<file path="config.mk">
export PLATFORM = sky130hd
export DESIGN_NAME = lpso_top
export DESIGN_NICKNAME = d
export VERILOG_FILES = /design/src/hw/lpso_pkg.sv /design/src/hw/lpso_sync2.sv /design/src/hw/lpso_top.sv
export SDC_FILE = /design/constraint.sdc
export NUM_CORES = 1
export LEC_CHECK = 0
export BUFFER_PORTS_ARGS = -buffer_cell sky130_fd_sc_hd__buf_2
export CELL_PAD_IN_SITES_DETAIL_PLACEMENT = 0
export CELL_PAD_IN_SITES_GLOBAL_PLACEMENT = 1
export CORE_MARGIN = 2
export CORE_UTILIZATION = 41
export CTS_BUF_LIST = sky130_fd_sc_hd__clkbuf_2 sky130_fd_sc_hd__clkbuf_4 sky130_fd_sc_hd__clkbuf_8
export DETAILED_ROUTE_END_ITERATION = 16
export PLACE_DENSITY = 0.88
export SLEW_MARGIN = 20
export SYNTH_ARGS = -nofsm -noshare
export SYNTH_HDL_FRONTEND = slang
export SYNTH_SLANG_ARGS = --single-unit
</file>
<file path="constraint.sdc">
create_clock -name CORE_CLK -period 4.8 [get_ports CORE_CLK]
set_clock_uncertainty 0.1 [all_clocks]
set_input_delay 0.24 -clock CORE_CLK [delete_from_list [all_inputs] [get_ports CORE_CLK]]
set_output_delay 0.24 -clock CORE_CLK [all_outputs]
set_load 0.05 [all_outputs]
</file>
<file path="src/hw/lpso_pkg.sv">
// Purpose: shared constants for the laser program status outputs block
// Assumes: 125 MHz core clock, AXI4-Lite register access with 32-bit data
// Notes: offsets are byte addresses, one aligned word per register
package lpso_pkg;

  // bus geometry
  localparam int ADDR_W = 8;
  localparam int DATA_W = 32;
  localparam int STRB_W = DATA_W / 8;

  // register byte offsets
  localparam logic [ADDR_W-1:0] OFS_CTRL = 8'h00;
  localparam logic [ADDR_W-1:0] OFS_STATUS = 8'h04;
  localparam logic [ADDR_W-1:0] OFS_IRQ_STATUS = 8'h08;
  localparam logic [ADDR_W-1:0] OFS_IRQ_MASK = 8'h0C;

  // AXI response codes
  localparam logic [1:0] RESP_OKAY = 2'h0;
  localparam logic [1:0] RESP_SLVERR = 2'h2;

  // control register fields
  localparam int CTRL_ADDR_LSB = 0;
  localparam int UNIT_ADDR_W = 4;
  localparam logic [UNIT_ADDR_W-1:0] UNIT_ADDR_RST = 4'h0;

  // gate channel code
  localparam int GATE_W = 4;
  localparam logic [GATE_W-1:0] GATE_CLOSED = 4'h0;
  localparam logic [GATE_W-1:0] GATE_MAX = 4'h3;

  // status register bit positions
  localparam int ST_RUNNING = 0;
  localparam int ST_DONE = 1;
  localparam int ST_ABNORMAL = 2;
  localparam int ST_SYNC = 3;
  localparam int ST_WARNING = 4;
  localparam int ST_COOL_WARN = 5;
  localparam int ST_COOL_ALARM = 6;
  localparam int ST_PULSED = 7;
  localparam int ST_GATE_LSB = 8;
  localparam int ST_UNIT_LSB = 12;

  // interrupt event bit positions
  localparam int IRQ_W = 5;
  localparam int EV_DONE = 0;
  localparam int EV_ABNORMAL = 1;
  localparam int EV_COOL_ALARM = 2;
  localparam int EV_WARNING = 3;
  localparam int EV_ALARM_CLEAR = 4;
  localparam logic [IRQ_W-1:0] IRQ_RST = 5'h00;

  // alarm-clear minimum high time
  localparam int CLK_HZ = 125_000_000;
  localparam int CLR_HOLD_MS = 1;
  localparam int CLR_HOLD_CYC = (CLK_HZ / 1000) * CLR_HOLD_MS;

  // number of synchronised pin inputs
  localparam int PIN_W = 3 + GATE_W;

endpackage

</file>
<file path="src/hw/lpso_sync2.sv">
// Purpose: two-flop synchroniser for a group of pin levels
// Assumes: each bit is an independent slow level
// Notes: first stage is read only by the second stage
`timescale 1ns/1ps
`default_nettype none
module lpso_sync2 #(
  parameter int WIDTH = 1
) (
  input wire logic CORE_CLK, // core clock
  input wire logic SRST, // synchronous reset, active high
  input wire logic [WIDTH-1:0] PIN_IN, // asynchronous pin levels
  output logic [WIDTH-1:0] PIN_SYNC // synchronised levels
);
  logic [WIDTH-1:0] meta_reg;

  always_ff @(posedge CORE_CLK) begin
    if (SRST) begin
      meta_reg <= '0;
      PIN_SYNC <= '0;
    end else begin
      meta_reg <= PIN_IN;
      PIN_SYNC <= meta_reg;
    end
  end
endmodule // lpso_sync2
`default_nettype wire

</file>
<file path="src/hw/lpso_top.sv">
// Purpose: status outputs of the hardwired control connector, with AXI4-Lite registers
// Assumes: program engine and cooling monitor on CORE_CLK; connector inputs asynchronous
// Notes: all connector outputs are registered; irq status clears on read
//
// The AXI4-Lite slave port and the address map are this design's own decisions.
`timescale 1ns/1ps
`default_nettype none

// Overview of operation
// - program done rises when a program finishes, falls once start enable drops
// - abnormal end rises on abnormal termination, cleared by the alarm-clear input
// - sync output follows the program only while programming mode is active
// - warning output high exactly while any warning condition stands
// - gate indicator is a 4-bit code: zero closed, one to three open channel
// - coolant warning output follows the water temperature warning; emission stays allowed
// - coolant alarm output follows the temperature alarm and inhibits emission meanwhile
// - pulsed-mode indicator shows quasi-continuous mode on units that support it
// - unit address is output as a 4-bit code, zero or one for lasers
// - alarm clear acts once the pin has been held high 1 ms, not on its rising edge
// - gate channel opened follows the 4-bit select for codes up to three and holds on larger codes; zero closes all channels
// - program running output is high for the whole program execution
module lpso_top
  import lpso_pkg::*;
#(
  parameter int CLR_HOLD = lpso_pkg::CLR_HOLD_CYC,
  parameter bit QCW_SUPPORTED = 1'b1
) (
  input wire logic CORE_CLK, // core clock, 125 MHz
  input wire logic SRST, // synchronous reset, active high
  input wire logic [lpso_pkg::ADDR_W-1:0] S_AXI_AWADDR, // write address
  input wire logic S_AXI_AWVALID, // write address valid
  output logic S_AXI_AWREADY, // write address ready
  input wire logic [lpso_pkg::DATA_W-1:0] S_AXI_WDATA, // write data
  input wire logic [lpso_pkg::STRB_W-1:0] S_AXI_WSTRB, // write byte strobes
  input wire logic S_AXI_WVALID, // write data valid
  output logic S_AXI_WREADY, // write data ready
  output logic [1:0] S_AXI_BRESP, // write response
  output logic S_AXI_BVALID, // write response valid
  input wire logic S_AXI_BREADY, // write response ready
  input wire logic [lpso_pkg::ADDR_W-1:0] S_AXI_ARADDR, // read address
  input wire logic S_AXI_ARVALID, // read address valid
  output logic S_AXI_ARREADY, // read address ready
  output logic [lpso_pkg::DATA_W-1:0] S_AXI_RDATA, // read data
  output logic [1:0] S_AXI_RRESP, // read response
  output logic S_AXI_RVALID, // read data valid
  input wire logic S_AXI_RREADY, // read data ready
  input wire logic PROGRAM_START_ENABLE, // connector pin, asynchronous
  input wire logic ALARM_CLEAR_IN, // connector pin, asynchronous
  input wire logic [lpso_pkg::GATE_W-1:0] GATE_CHANNEL_SELECT, // connector pins, asynchronous
  input wire logic QUASI_CONTINUOUS_OPERATION, // connector pin, asynchronous
  input wire logic PROG_MODE, // programming mode active
  input wire logic PROG_EXECUTING, // program engine busy
  input wire logic PROG_FINISHED, // pulse, program ended normally
  input wire logic PROG_ABORTED, // pulse, program ended abnormally
  input wire logic PROG_SYNC_REQ, // sync level dictated by the program
  input wire logic WARNING_COND, // any warning present
  input wire logic COOLANT_WARN_COND, // water temperature warning
  input wire logic COOLANT_ALARM_COND, // water temperature alarm
  output logic PROGRAM_RUNNING_OUT, // program running
  output logic PROGRAM_DONE_OUT, // program ended normally
  output logic ABNORMAL_END_OUT, // program ended abnormally
  output logic PROGRAM_SYNC_OUT, // program sync output
  output logic WARNING_OUT, // warning present
  output logic [lpso_pkg::GATE_W-1:0] GATE_CHANNEL_INDICATOR, // open gate channel code
  output logic [lpso_pkg::GATE_W-1:0] GATE_CHANNEL_OPEN, // gate channel to open
  output logic COOLANT_WARNING_OUT, // coolant warning
  output logic COOLANT_ALARM_OUT, // coolant alarm
  output logic EMISSION_INHIBIT, // emission forbidden
  output logic PULSED_MODE_INDICATOR, // quasi-continuous mode active
  output logic [lpso_pkg::UNIT_ADDR_W-1:0] UNIT_ADDRESS_OUT, // unit address code
  output logic PROG_START_PULSE, // pulse, program start request
  output logic ALARM_CLEAR_PULSE, // pulse, qualified alarm clear
  output logic IRQ // interrupt, active high level
);
  import lpso_pkg::*;

  localparam int CNT_W = $clog2(CLR_HOLD + 1);
  localparam logic [CNT_W-1:0] CLR_LAST = CNT_W'(CLR_HOLD - 1);
  localparam logic [CNT_W-1:0] CLR_FULL = CNT_W'(CLR_HOLD);

  // register match against an aligned word offset
  function automatic logic addr_is(input logic [ADDR_W-1:0] a, input logic [ADDR_W-1:0] ofs);
    addr_is = (a[ADDR_W-1:2] == ofs[ADDR_W-1:2]);
  endfunction

  // pin synchronisation
  wire logic [PIN_W-1:0] pin_raw;
  wire logic [PIN_W-1:0] pin_sync;
  wire logic start_en_s;
  wire logic clear_s;
  wire logic qcw_s;
  wire logic [GATE_W-1:0] gate_sel_s;

  assign pin_raw = {GATE_CHANNEL_SELECT, QUASI_CONTINUOUS_OPERATION, ALARM_CLEAR_IN, PROGRAM_START_ENABLE};
  assign start_en_s = pin_sync[0];
  assign clear_s = pin_sync[1];
  assign qcw_s = pin_sync[2];
  assign gate_sel_s = pin_sync[PIN_W-1:3];

  lpso_sync2 #(
    .WIDTH(PIN_W)
  ) u_sync (
    .CORE_CLK(CORE_CLK),
    .SRST(SRST),
    .PIN_IN(pin_raw),
    .PIN_SYNC(pin_sync)
  );

  // start edge detect and alarm-clear qualification
  logic start_en_d_reg;
  logic [CNT_W-1:0] clr_cnt_reg;
  logic [CNT_W-1:0] clr_cnt_next;
  wire logic start_edge;
  wire logic clr_fire;

  assign start_edge = start_en_s & ~start_en_d_reg & PROG_MODE;
  assign clr_fire = clear_s & (clr_cnt_reg == CLR_LAST);
  assign clr_cnt_next = !clear_s ? '0 : (clr_cnt_reg == CLR_FULL) ? clr_cnt_reg : clr_cnt_reg + 1'b1;

  always_ff @(posedge CORE_CLK) begin
    if (SRST) begin
      start_en_d_reg <= 1'b0;
      clr_cnt_reg <= '0;
    end else begin
      start_en_d_reg <= start_en_s;
      clr_cnt_reg <= clr_cnt_next;
    end
  end

  // status flags; set wins over clear
  logic done_reg;
  logic abnormal_reg;
  logic [GATE_W-1:0] gate_reg;
  logic [UNIT_ADDR_W-1:0] unit_addr_reg;
  wire logic done_next;
  wire logic abnormal_next;
  wire logic gate_valid;
  wire logic [GATE_W-1:0] gate_next;
  wire logic pulsed_next;
  wire logic sync_next;

  assign done_next = PROG_FINISHED | (done_reg & start_en_s);
  assign abnormal_next = PROG_ABORTED | (abnormal_reg & ~clr_fire);
  assign gate_valid = (gate_sel_s <= GATE_MAX);
  assign gate_next = gate_valid ? gate_sel_s : gate_reg;
  assign pulsed_next = QCW_SUPPORTED & qcw_s;
  assign sync_next = PROG_MODE & PROG_SYNC_REQ;

  always_ff @(posedge CORE_CLK) begin
    if (SRST) begin
      done_reg <= 1'b0;
      abnormal_reg <= 1'b0;
      gate_reg <= GATE_CLOSED;
    end else begin
      done_reg <= done_next;
      abnormal_reg <= abnormal_next;
      gate_reg <= gate_next;
    end
  end

  // registered connector outputs
  always_ff @(posedge CORE_CLK) begin
    if (SRST) begin
      PROGRAM_RUNNING_OUT <= 1'b0;
      PROGRAM_DONE_OUT <= 1'b0;
      ABNORMAL_END_OUT <= 1'b0;
      PROGRAM_SYNC_OUT <= 1'b0;
      WARNING_OUT <= 1'b0;
      GATE_CHANNEL_INDICATOR <= GATE_CLOSED;
      GATE_CHANNEL_OPEN <= GATE_CLOSED;
      COOLANT_WARNING_OUT <= 1'b0;
      COOLANT_ALARM_OUT <= 1'b0;
      EMISSION_INHIBIT <= 1'b0;
      PULSED_MODE_INDICATOR <= 1'b0;
      UNIT_ADDRESS_OUT <= UNIT_ADDR_RST;
      PROG_START_PULSE <= 1'b0;
      ALARM_CLEAR_PULSE <= 1'b0;
    end else begin
      PROGRAM_RUNNING_OUT <= PROG_EXECUTING;
      PROGRAM_DONE_OUT <= done_next;
      ABNORMAL_END_OUT <= abnormal_next;
      PROGRAM_SYNC_OUT <= sync_next;
      WARNING_OUT <= WARNING_COND;
      GATE_CHANNEL_INDICATOR <= gate_next;
      GATE_CHANNEL_OPEN <= gate_next;
      COOLANT_WARNING_OUT <= COOLANT_WARN_COND;
      COOLANT_ALARM_OUT <= COOLANT_ALARM_COND;
      EMISSION_INHIBIT <= COOLANT_ALARM_COND;
      PULSED_MODE_INDICATOR <= pulsed_next;
      UNIT_ADDRESS_OUT <= unit_addr_reg;
      PROG_START_PULSE <= start_edge;
      ALARM_CLEAR_PULSE <= clr_fire;
    end
  end

  // interrupt events
  logic cool_alarm_d_reg;
  logic warning_d_reg;
  logic [IRQ_W-1:0] irq_status_reg;
  logic [IRQ_W-1:0] irq_status_next;
  logic [IRQ_W-1:0] irq_mask_reg;
  wire logic [IRQ_W-1:0] events;
  wire logic status_rd;

  assign events[EV_DONE] = PROG_FINISHED;
  assign events[EV_ABNORMAL] = PROG_ABORTED;
  assign events[EV_COOL_ALARM] = COOLANT_ALARM_COND & ~cool_alarm_d_reg;
  assign events[EV_WARNING] = WARNING_COND & ~warning_d_reg;
  assign events[EV_ALARM_CLEAR] = clr_fire;
  assign irq_status_next = (status_rd ? '0 : irq_status_reg) | events;

  always_ff @(posedge CORE_CLK) begin
    if (SRST) begin
      cool_alarm_d_reg <= 1'b0;
      warning_d_reg <= 1'b0;
      irq_status_reg <= IRQ_RST;
      IRQ <= 1'b0;
    end else begin
      cool_alarm_d_reg <= COOLANT_ALARM_COND;
      warning_d_reg <= WARNING_COND;
      irq_status_reg <= irq_status_next;
      IRQ <= |(irq_status_next & irq_mask_reg);
    end
  end

  // AXI4-Lite write path: address and data taken in either order
  logic aw_have_reg;
  logic w_have_reg;
  logic [ADDR_W-1:0] aw_addr_reg;
  logic [DATA_W-1:0] w_data_reg;
  logic [STRB_W-1:0] w_strb_reg;
  wire logic aw_take;
  wire logic w_take;
  wire logic aw_full;
  wire logic w_full;
  wire logic [ADDR_W-1:0] wr_addr;
  wire logic [DATA_W-1:0] wr_data;
  wire logic [STRB_W-1:0] wr_strb;
  wire logic wr_fire;
  wire logic wr_ctrl;
  wire logic wr_mask;
  wire logic wr_known;

  assign aw_take = S_AXI_AWVALID & S_AXI_AWREADY;
  assign w_take = S_AXI_WVALID & S_AXI_WREADY;
  assign aw_full = aw_have_reg | aw_take;
  assign w_full = w_have_reg | w_take;
  assign wr_addr = aw_have_reg ? aw_addr_reg : S_AXI_AWADDR;
  assign wr_data = w_have_reg ? w_data_reg : S_AXI_WDATA;
  assign wr_strb = w_have_reg ? w_strb_reg : S_AXI_WSTRB;
  assign wr_fire = aw_full & w_full & ~S_AXI_BVALID;
  assign wr_ctrl = wr_fire & addr_is(wr_addr, OFS_CTRL) & wr_strb[0];
  assign wr_mask = wr_fire & addr_is(wr_addr, OFS_IRQ_MASK) & wr_strb[0];
  assign wr_known = addr_is(wr_addr, OFS_CTRL) | addr_is(wr_addr, OFS_STATUS)
                  | addr_is(wr_addr, OFS_IRQ_STATUS) | addr_is(wr_addr, OFS_IRQ_MASK);

  always_ff @(posedge CORE_CLK) begin
    if (SRST) begin
      aw_have_reg <= 1'b0;
      w_have_reg <= 1'b0;
      aw_addr_reg <= '0;
      w_data_reg <= '0;
      w_strb_reg <= '0;
      S_AXI_AWREADY <= 1'b0;
      S_AXI_WREADY <= 1'b0;
      S_AXI_BVALID <= 1'b0;
      S_AXI_BRESP <= RESP_OKAY;
    end else begin
      aw_have_reg <= aw_full & ~wr_fire;
      w_have_reg <= w_full & ~wr_fire;
      if (aw_take) begin
        aw_addr_reg <= S_AXI_AWADDR;
      end
      if (w_take) begin
        w_data_reg <= S_AXI_WDATA;
        w_strb_reg <= S_AXI_WSTRB;
      end
      // ready only while nothing of that channel is held or answered
      S_AXI_AWREADY <= ~(aw_full & ~wr_fire) & ~aw_take & ~(S_AXI_BVALID & ~S_AXI_BREADY) & ~wr_fire;
      S_AXI_WREADY <= ~(w_full & ~wr_fire) & ~w_take & ~(S_AXI_BVALID & ~S_AXI_BREADY) & ~wr_fire;
      if (wr_fire) begin
        S_AXI_BVALID <= 1'b1;
        S_AXI_BRESP <= wr_known ? RESP_OKAY : RESP_SLVERR;
      end else if (S_AXI_BREADY) begin
        S_AXI_BVALID <= 1'b0;
      end
    end
  end

  // software registers
  always_ff @(posedge CORE_CLK) begin
    if (SRST) begin
      unit_addr_reg <= UNIT_ADDR_RST;
      irq_mask_reg <= IRQ_RST;
    end else begin
      if (wr_ctrl) begin
        unit_addr_reg <= wr_data[CTRL_ADDR_LSB +: UNIT_ADDR_W];
      end
      if (wr_mask) begin
        irq_mask_reg <= wr_data[IRQ_W-1:0];
      end
    end
  end

  // AXI4-Lite read path
  wire logic rd_fire;
  wire logic [DATA_W-1:0] status_word;
  wire logic [DATA_W-1:0] rd_word;
  wire logic rd_known;

  assign rd_fire = S_AXI_ARVALID & S_AXI_ARREADY;
  assign status_rd = rd_fire & addr_is(S_AXI_ARADDR, OFS_IRQ_STATUS);
  assign status_word = {16'h0000, UNIT_ADDRESS_OUT, GATE_CHANNEL_INDICATOR, PULSED_MODE_INDICATOR,
                        COOLANT_ALARM_OUT, COOLANT_WARNING_OUT, WARNING_OUT, PROGRAM_SYNC_OUT,
                        ABNORMAL_END_OUT, PROGRAM_DONE_OUT, PROGRAM_RUNNING_OUT};
  assign rd_known = addr_is(S_AXI_ARADDR, OFS_CTRL) | addr_is(S_AXI_ARADDR, OFS_STATUS)
                  | addr_is(S_AXI_ARADDR, OFS_IRQ_STATUS) | addr_is(S_AXI_ARADDR, OFS_IRQ_MASK);
  assign rd_word = addr_is(S_AXI_ARADDR, OFS_CTRL) ? {{(DATA_W-UNIT_ADDR_W){1'b0}}, unit_addr_reg}
                 : addr_is(S_AXI_ARADDR, OFS_STATUS) ? status_word
                 : addr_is(S_AXI_ARADDR, OFS_IRQ_STATUS) ? {{(DATA_W-IRQ_W){1'b0}}, irq_status_reg}
                 : addr_is(S_AXI_ARADDR, OFS_IRQ_MASK) ? {{(DATA_W-IRQ_W){1'b0}}, irq_mask_reg}
                 : '0;

  always_ff @(posedge CORE_CLK) begin
    if (SRST) begin
      S_AXI_ARREADY <= 1'b0;
      S_AXI_RVALID <= 1'b0;
      S_AXI_RDATA <= '0;
      S_AXI_RRESP <= RESP_OKAY;
    end else begin
      S_AXI_ARREADY <= ~rd_fire & ~(S_AXI_RVALID & ~S_AXI_RREADY);
      if (rd_fire) begin
        S_AXI_RVALID <= 1'b1;
        S_AXI_RDATA <= rd_word;
        S_AXI_RRESP <= rd_known ? RESP_OKAY : RESP_SLVERR;
      end else if (S_AXI_RREADY) begin
        S_AXI_RVALID <= 1'b0;
      end
    end
  end

endmodule // lpso_top
`default_nettype wire

</file>
==> results_dict.tcl, run 1 <==
set metrics [dict create \
    wl_um 8067 \
    cts_buffers 9 \
    num_rows 36 \
    grt_overflow_total 0 \
    synthFlopType "dfxtp_1" \
    place_congestion 0.8110 \
    clock_path_buffers 2 \
    mostFrequentLayoutCell "dfxtp_1" \
    fin_crit_ps 2217 \
    crit_chain "nand2_1 > nor4bb_2 > a22oi_1 > nor2_1" \
    final_nets 587 \
    grt_max_degree 50 \
    status "completed" \
    vias 3185 \
    postSynthCellCount 427 \
    place_area_um2 4437 \
    holdWs_ps 31.70 \
    wl_per_cell_um 12.43 \
    hp-class "input port to flip-flop" \
    die_x_um 103.0 \
    via_per_inst 4.908 \
    n_antenna_cell 0 \
    ant_nets 0 \
    grt.total_usage 0.1528 \
    cp-end-kind "flip-flop" \
    ios 139 \
    cts_root_buffer "clkbuf_8" \
    synth_area_um2 4021 \
    fin_crit_sh 0.4618 \
    finalHoldViolations 0 \
    synth-seq-area-share 0.5078 \
    yosysWarningCount 0 \
    fin_area_um2 4758 \
    worstMarginPinSlew_ps 1025 \
    cap_violations 0 \
    final_cell_mix "102 x dfxtp_1, 86 x buf_2, 46 x nor2_1" \
    crit_required_ps 5010 \
    tns_ps 0 \
    critPathLaunchType "flip-flop" \
    rsz0062_at_grt "no" \
    grt_pass1_wl_um 12850 \
    clock_latency_ps 370 \
    synth_edf_count 0 \
    cts.clk_slew.worst_paths_ps 110 \
    portBuffers 86 \
    postSynthAreaPerCell_um2 9.418 \
    initial_core_util 0.4172 \
    drt_pass1_iterations 4 \
    synthToLayoutAreaGrowth_pct 18.33 \
    ys_types 47 \
    grt_pass1_vias 2939 \
    slew_viol_final 0 \
    cts_tree "yes" \
    worst_ep_arrival_time_ps 2430 \
    cellPowerDensity_nw_per_um2 330.8 \
    critPathMaxFanout 20 \
    drive_above_1_share 0.2364 \
    critPathKind "flip-flop to flip-flop" \
    fp.dieArea_um2 10620 \
    clock.fmax_ghz 0.4511 \
    fp.dieH_um 103.0 \
    setup_viol 0 \
    post_cts_resize_count 0 \
    h-tree-depth 3 \
    antenna_found_initial 1 \
    largest_reg_flops 17 \
    post_cts_buffers 0 \
    p_leak_nw 1.932 \
    slew_headroom 0.3067 \
    ys_ff_latch 102 \
    cpMaxStageDelayCell "nor4bb_2" \
    drcViolationCount 0 \
    dp_hpwl_um 5756 \
    synthArstFlopShare 0 \
    clock-sinks 102 \
    cp_slowest_stage_delay_ps 1000 \
    core-area_um2 9639 \
    ir_worst_vdd_mv 0.1755 \
    drt_iter0_markers 116 \
]
==> worst max-delay path, delay by kind of cell (launching register included) <==
family             cells  cell delay, ps
and+or+nand+nor        3            1530
DFF                    1             390
AOI/OAI and AO/OA      1             140
==> synth_stat cells (2+ instances only) <==
cell | count | area, um^2
dfxtp_1 | 102 | 2042
nor2_1 | 46 | 172.7
nor2b_1 | 33 | 206.5
a21oi_1 | 31 | 155.2
nand2_1 | 26 | 97.59
buf_4 | 23 | 172.7
nand3_1 | 21 | 105.1
a22oi_1 | 18 | 135.1
clkbuf_1 | 13 | 48.80
nor3_1 | 12 | 60.06
inv_1 | 9 | 33.78
mux2_2 | 9 | 101.4
o21ai_0 | 9 | 45.04
mux2i_1 | 7 | 70.07
xnor2_1 | 7 | 61.31
nor4_1 | 6 | 37.54
nor3b_1 | 5 | 37.54
buf_2 | 4 | 20.02
mux4_2 | 4 | 90.09
nand2b_1 | 4 | 25.02
nand4_1 | 3 | 18.77
or3_1 | 3 | 18.77
xor2_1 | 3 | 26.28
a211o_1 | 2 | 17.52
a22o_1 | 2 | 17.52
buf_1 | 2 | 7.510
clkbuf_2 | 2 | 10.01
ha_1 | 2 | 25.02
==> worst paths after layout <==
kind / start / slack (ps) / cells past startpoint / to
min reg2reg: u_sync.meta_reg[4]$_SDFF_PP0_ / 330 / 1 / u_sync.PIN_SYNC[4]$_SDFF_PP0_
min: S_AXI_AWADDR[5] / 30 / 3 / aw_addr_reg[5]$_SDFFE_PP0P_
max reg2reg: S_AXI_ARREADY$_SDFF_PP0_ / 2580 / 4 / S_AXI_RDATA[11]$_SDFFE_PP0N_
max: S_AXI_ARREADY$_SDFF_PP0_ / 2580 / 4 / S_AXI_RDATA[11]$_SDFFE_PP0N_
==> cell families (layout without fill, tap and decap cells) <==
group,Yosys count,count (layout),share of synthesized area
AOI/OAI and AO/OA,70,70,0.1080
xor gates and xnor gates,10,10,0.02178
adders and majority gates,2,2,0.006222
buffers and inverters,53,125,0.07281
DFF,102,102,0.5078
muxes,20,20,0.06503
other,1,18,0.0009325
and+or+nand+nor,169,169,0.2175
==> per-stage QoR <==
stage | cells | worst slack (ps) | power, W | util
after floorplan | 444 | 2768 | 0.001043 | -
after global placement | 620 | 2566 | 0.001069 | 0.4603
after detailed placement | 620 | 2538 | 0.001072 | 0.4603
after CTS | 649 | 2545 | 0.001594 | 0.4936
after global routing | 649 | 2298 | 0.001637 | 0.4936
final | 649 | 2583 | 0.001574 | 0.4936
==> metal layers <==
layer / wire (um) / part of all wire / track usage
met3: 487 / 0.060 / 0.04678
met2: 3857 / 0.48 / 0.2617
met1: 3578 / 0.44 / 0.1779
met5: 13 / 0.0016 / 0
met4: 129 / 0.016 / 0.06275
==> final cells by class <==
type                       count  area (um^2)
fill                         929         4881
sequential                   102         2042
multi-input combinational    289         1757
timing repair buffer         100        568.0
tap                          133        166.4
clock buffer                   9        123.9
clock inverter                 7        67.56
inverter                       9        33.78
==> power by group <==
group	total (W)	switching, W	leakage (nW)	internal [W]
logic	0.000171	0.000118	1.00	0.0000523
registers	0.000890	0.0000201	0.831	0.000870
clock network	0.000514	0.000312	0.0989	0.000201
total	0.00157	0.000451	1.93	0.00112
==> what timing repair did <==
item,CTS,global route
setup endpoints to repair,0,0
hold endpoints to repair,12,0
hold buffers,13,0
Note: power is estimated with default switching activity, not from simulation.
==> run 2, diff against run 1 <==
--- a/config.mk
+++ b/config.mk
@@ -5,14 +5,15 @@
 export SDC_FILE = /design/constraint.sdc
 export NUM_CORES = 1
 export LEC_CHECK = 0
+export ABC_AREA = 1
 export BUFFER_PORTS_ARGS = -buffer_cell sky130_fd_sc_hd__buf_2
 export CELL_PAD_IN_SITES_DETAIL_PLACEMENT = 0
 export CELL_PAD_IN_SITES_GLOBAL_PLACEMENT = 1
 export CORE_MARGIN = 2
-export CORE_UTILIZATION = 41
+export CORE_UTILIZATION = 33
 export CTS_BUF_LIST = sky130_fd_sc_hd__clkbuf_2 sky130_fd_sc_hd__clkbuf_4 sky130_fd_sc_hd__clkbuf_8
 export DETAILED_ROUTE_END_ITERATION = 16
-export PLACE_DENSITY = 0.88
+export PLACE_DENSITY = 0.79
 export SLEW_MARGIN = 20
 export SYNTH_ARGS = -nofsm -noshare
 export SYNTH_HDL_FRONTEND = slang
==> constraint.sdc (replaced) <==
create_clock -name CORE_CLK -period 1.9 [get_ports CORE_CLK]
set_clock_uncertainty 0.1 [all_clocks]
set_input_delay 0.095 -clock CORE_CLK [delete_from_list [all_inputs] [get_ports CORE_CLK]]
set_output_delay 0.095 -clock CORE_CLK [all_outputs]
set_load 0.05 [all_outputs]
==> results_dict.tcl, run 2 <==
set metrics [dict create \
    wl_per_cell_um 11.18 \
    dp_hpwl_um 7058 \
    antenna_found_initial 0 \
    clock_latency_ps 370 \
    crit_required_ps 2110 \
    hp-class "input port to flip-flop" \
    grt_overflow_total 0 \
    grt_pass1_vias 3469 \
    place_area_um2 4726 \
    post_cts_buffers 0 \
    cts_root_buffer "clkbuf_8" \
    critPathKind "flip-flop to flip-flop" \
    largest_reg_flops 17 \
    mostFrequentLayoutCell "dfxtp_1" \
    die_x_um 116.7 \
    yosysTopAreaCell "dfxtp_1" \
    synthToLayoutAreaGrowth_pct 24.66 \
    grt_max_degree 34 \
    cellPowerDensity_nw_per_um2 803.4 \
    core-area_um2 12520 \
    drt_pass1_iterations 4 \
    postSynthAreaPerCell_um2 7.539 \
    clock.fmax_ghz 0.6031 \
    multi_input_area_um2 1684 \
    finalHoldViolations 0 \
    power_frac_clock 0.328 \
    cap_violations 0 \
    initial_core_util 0.3349 \
    critPathLaunchType "flip-flop" \
    postSynthCellCount 556 \
    ir_worst_vdd_mv 0.3215 \
    grt.total_usage 0.1484 \
    drive_above_1_share 0.2041 \
    portBuffers 86 \
    holdWs_ps 15.43 \
    dp.cells 802 \
    cts.clk_slew.worst_paths_ps 100 \
    final_cell_mix "102 x dfxtp_1, 98 x nor2_1, 86 x buf_2" \
    rsz0062_at_grt "no" \
    ant_nets 0 \
    synth_edf_count 0 \
    synth_top_cell_area_share 0.4872 \
    drcViolationCount 0 \
    tns_ps 0 \
    n_antenna_cell 0 \
    clock_path_buffers 2 \
    instances_no_fill 848 \
    fin_area_um2 5225 \
    synthFlopType "dfxtp_1" \
    fin_crit_sh 0.8727 \
    ys_ff_latch 102 \
    comb_power_share 0.135 \
    nFillCells 1309 \
    h-tree-depth 3 \
    wl_um 9478 \
    fp.dieArea_um2 13620 \
    cts_tree "yes" \
    yosysMostFrequentCell "dfxtp_1" \
    synth_common_cells "102 x dfxtp_1, 98 x nor2_1, 80 x nand2_1, 73 x inv_1, 47 x o21ai_0" \
    synth-seq-area-share 0.4872 \
    critPathMaxFanout 5 \
    cp-end-kind "flip-flop" \
    slew_viol_final 0 \
    fp.dieH_um 116.7 \
    worst_ep_arrival_time_ps 1860 \
    synthTopCellsByArea "dfxtp_1 49%, nor2_1 8.8%, nand2_1 7.2%" \
    p_leak_nw 2.341 \
    synthArstFlopShare 0 \
    seqCellArea_um2 2042 \
    vias 3654 \
    setup_viol 0 \
    cts_buffers 9 \
    p_sw_w 0.001175 \
    grt_pass1_wl_um 15960 \
    place_congestion 0.8337 \
    clock-sinks 102 \
    fin_crit_ps 1658 \
    num_rows 41 \
    yosysWarningCount 0 \
    final_util 0.4174 \
    final_nets 747 \
    netSwitchingFraction 0.2799 \
    status "completed" \
    ys_types 38 \
    drt_iter0_markers 107 \
    synth_area_um2 4192 \
    p_seq_frac 0.537 \
    p_int_w 0.003023 \
    ios 139 \
    via_per_inst 4.309 \
]
run 2: cell types whose count changed after synthesis, sizes merged, moves of 5 or more:
cell / change
xnor2: -6
a21oi: +13
mux2: -9
a22oi: -18
nand2: +61
mux2i: -7
o21ai: +41
clkbuf: -12
nor3b: -5
inv: +68
nor4: -5
nor2: +58
nor2b: -33
run 2: metrics by stage:
step	setup slack [ps]	total power [W]
2_1_floorplan	111.4	0.002719
3_3_place_gp	333.2	0.002817
3_5_place_dp	253.9	0.002825
4_1_cts	224.1	0.004250
5_1_grt	83.30	0.004396
6_report	241.9	0.004198
run 2: cell type report:
type | instances | area share
sequential | 102 | 0.3908
clock buffer | 10 | 0.02634
timing repair buffer | 123 | 0.1499
multi-input combinational | 355 | 0.3223
tap | 172 | 0.04119
inverter | 80 | 0.05771
clock inverter | 6 | 0.01173
run 2: worst max-delay path: stages, from the launching register on:
cell and delay, ps:
dfxtp_1 420, ha_1 270, nand4_2 170, nor2_2 240, nand2_2 100, o21ai_1 130
nand2_1 60, nor2_1 110
run 2: final timing paths:
path                                               startpoint                             to  slack, ps  depth (start not counted)
worst min register to register  u_sync.meta_reg[1]$_SDFF_PP0_  u_sync.PIN_SYNC[1]$_SDFF_PP0_        300                          2
worst min-delay path                                     SRST   clr_cnt_reg[15]$_SDFFE_PP0P_         20                          4
worst max register to register    clr_cnt_reg[0]$_SDFFE_PP0P_   clr_cnt_reg[14]$_SDFFE_PP0P_        240                          7
worst max-delay path              clr_cnt_reg[0]$_SDFFE_PP0P_   clr_cnt_reg[14]$_SDFFE_PP0P_        240                          7
run 2: repair_timing:
item | CTS | global route
endpoints found under the hold margin | 37 | 0
hold buffers | 30 | 0
setup endpoints to repair | 0 | 0
gates resized for setup | 0 | 0
run 2: cells by family (layout without fill, tap and decap cells):
| kind of cell | count (synthesis) | in the layout | share of synthesized area |
|---|---|---|---|
| AOI/OAI and AO/OA | 101 | 101 | 0.1287 |
| xor gates and xnor gates | 2 | 2 | 0.004180 |
| adders and majority gates | 2 | 2 | 0.005969 |
| buffers and inverters | 116 | 219 | 0.1263 |
| DFF | 102 | 102 | 0.4872 |
| other | 1 | 18 | 0.0008947 |
| and+or+nand+nor | 232 | 232 | 0.2469 |
run 2: power by group through the flow:
| stage | combinational [W] | sequential, W | clock (W) |
|---|---|---|---|
| global placement | 0.000514 | 0.00230 | 0 |
| CTS | 0.000567 | 0.00226 | 0.00143 |
| detailed placement | 0.000520 | 0.00231 | 0 |
| floorplan | 0.000322 | 0.00240 | 0 |
| finish | 0.000565 | 0.00225 | 0.00138 |
| global route | 0.000624 | 0.00227 | 0.00150 |
run 2: routing by layer:
metal,routed length [um],GRT usage,share of wire,vias to the layer above
met5,0,0,0,-
met4,158,0.05647,0.017,0
met3,419,0.03114,0.044,11
met2,4346,0.2420,0.46,78
met1,4553,0.1933,0.48,1626
li1,-,-,-,1939
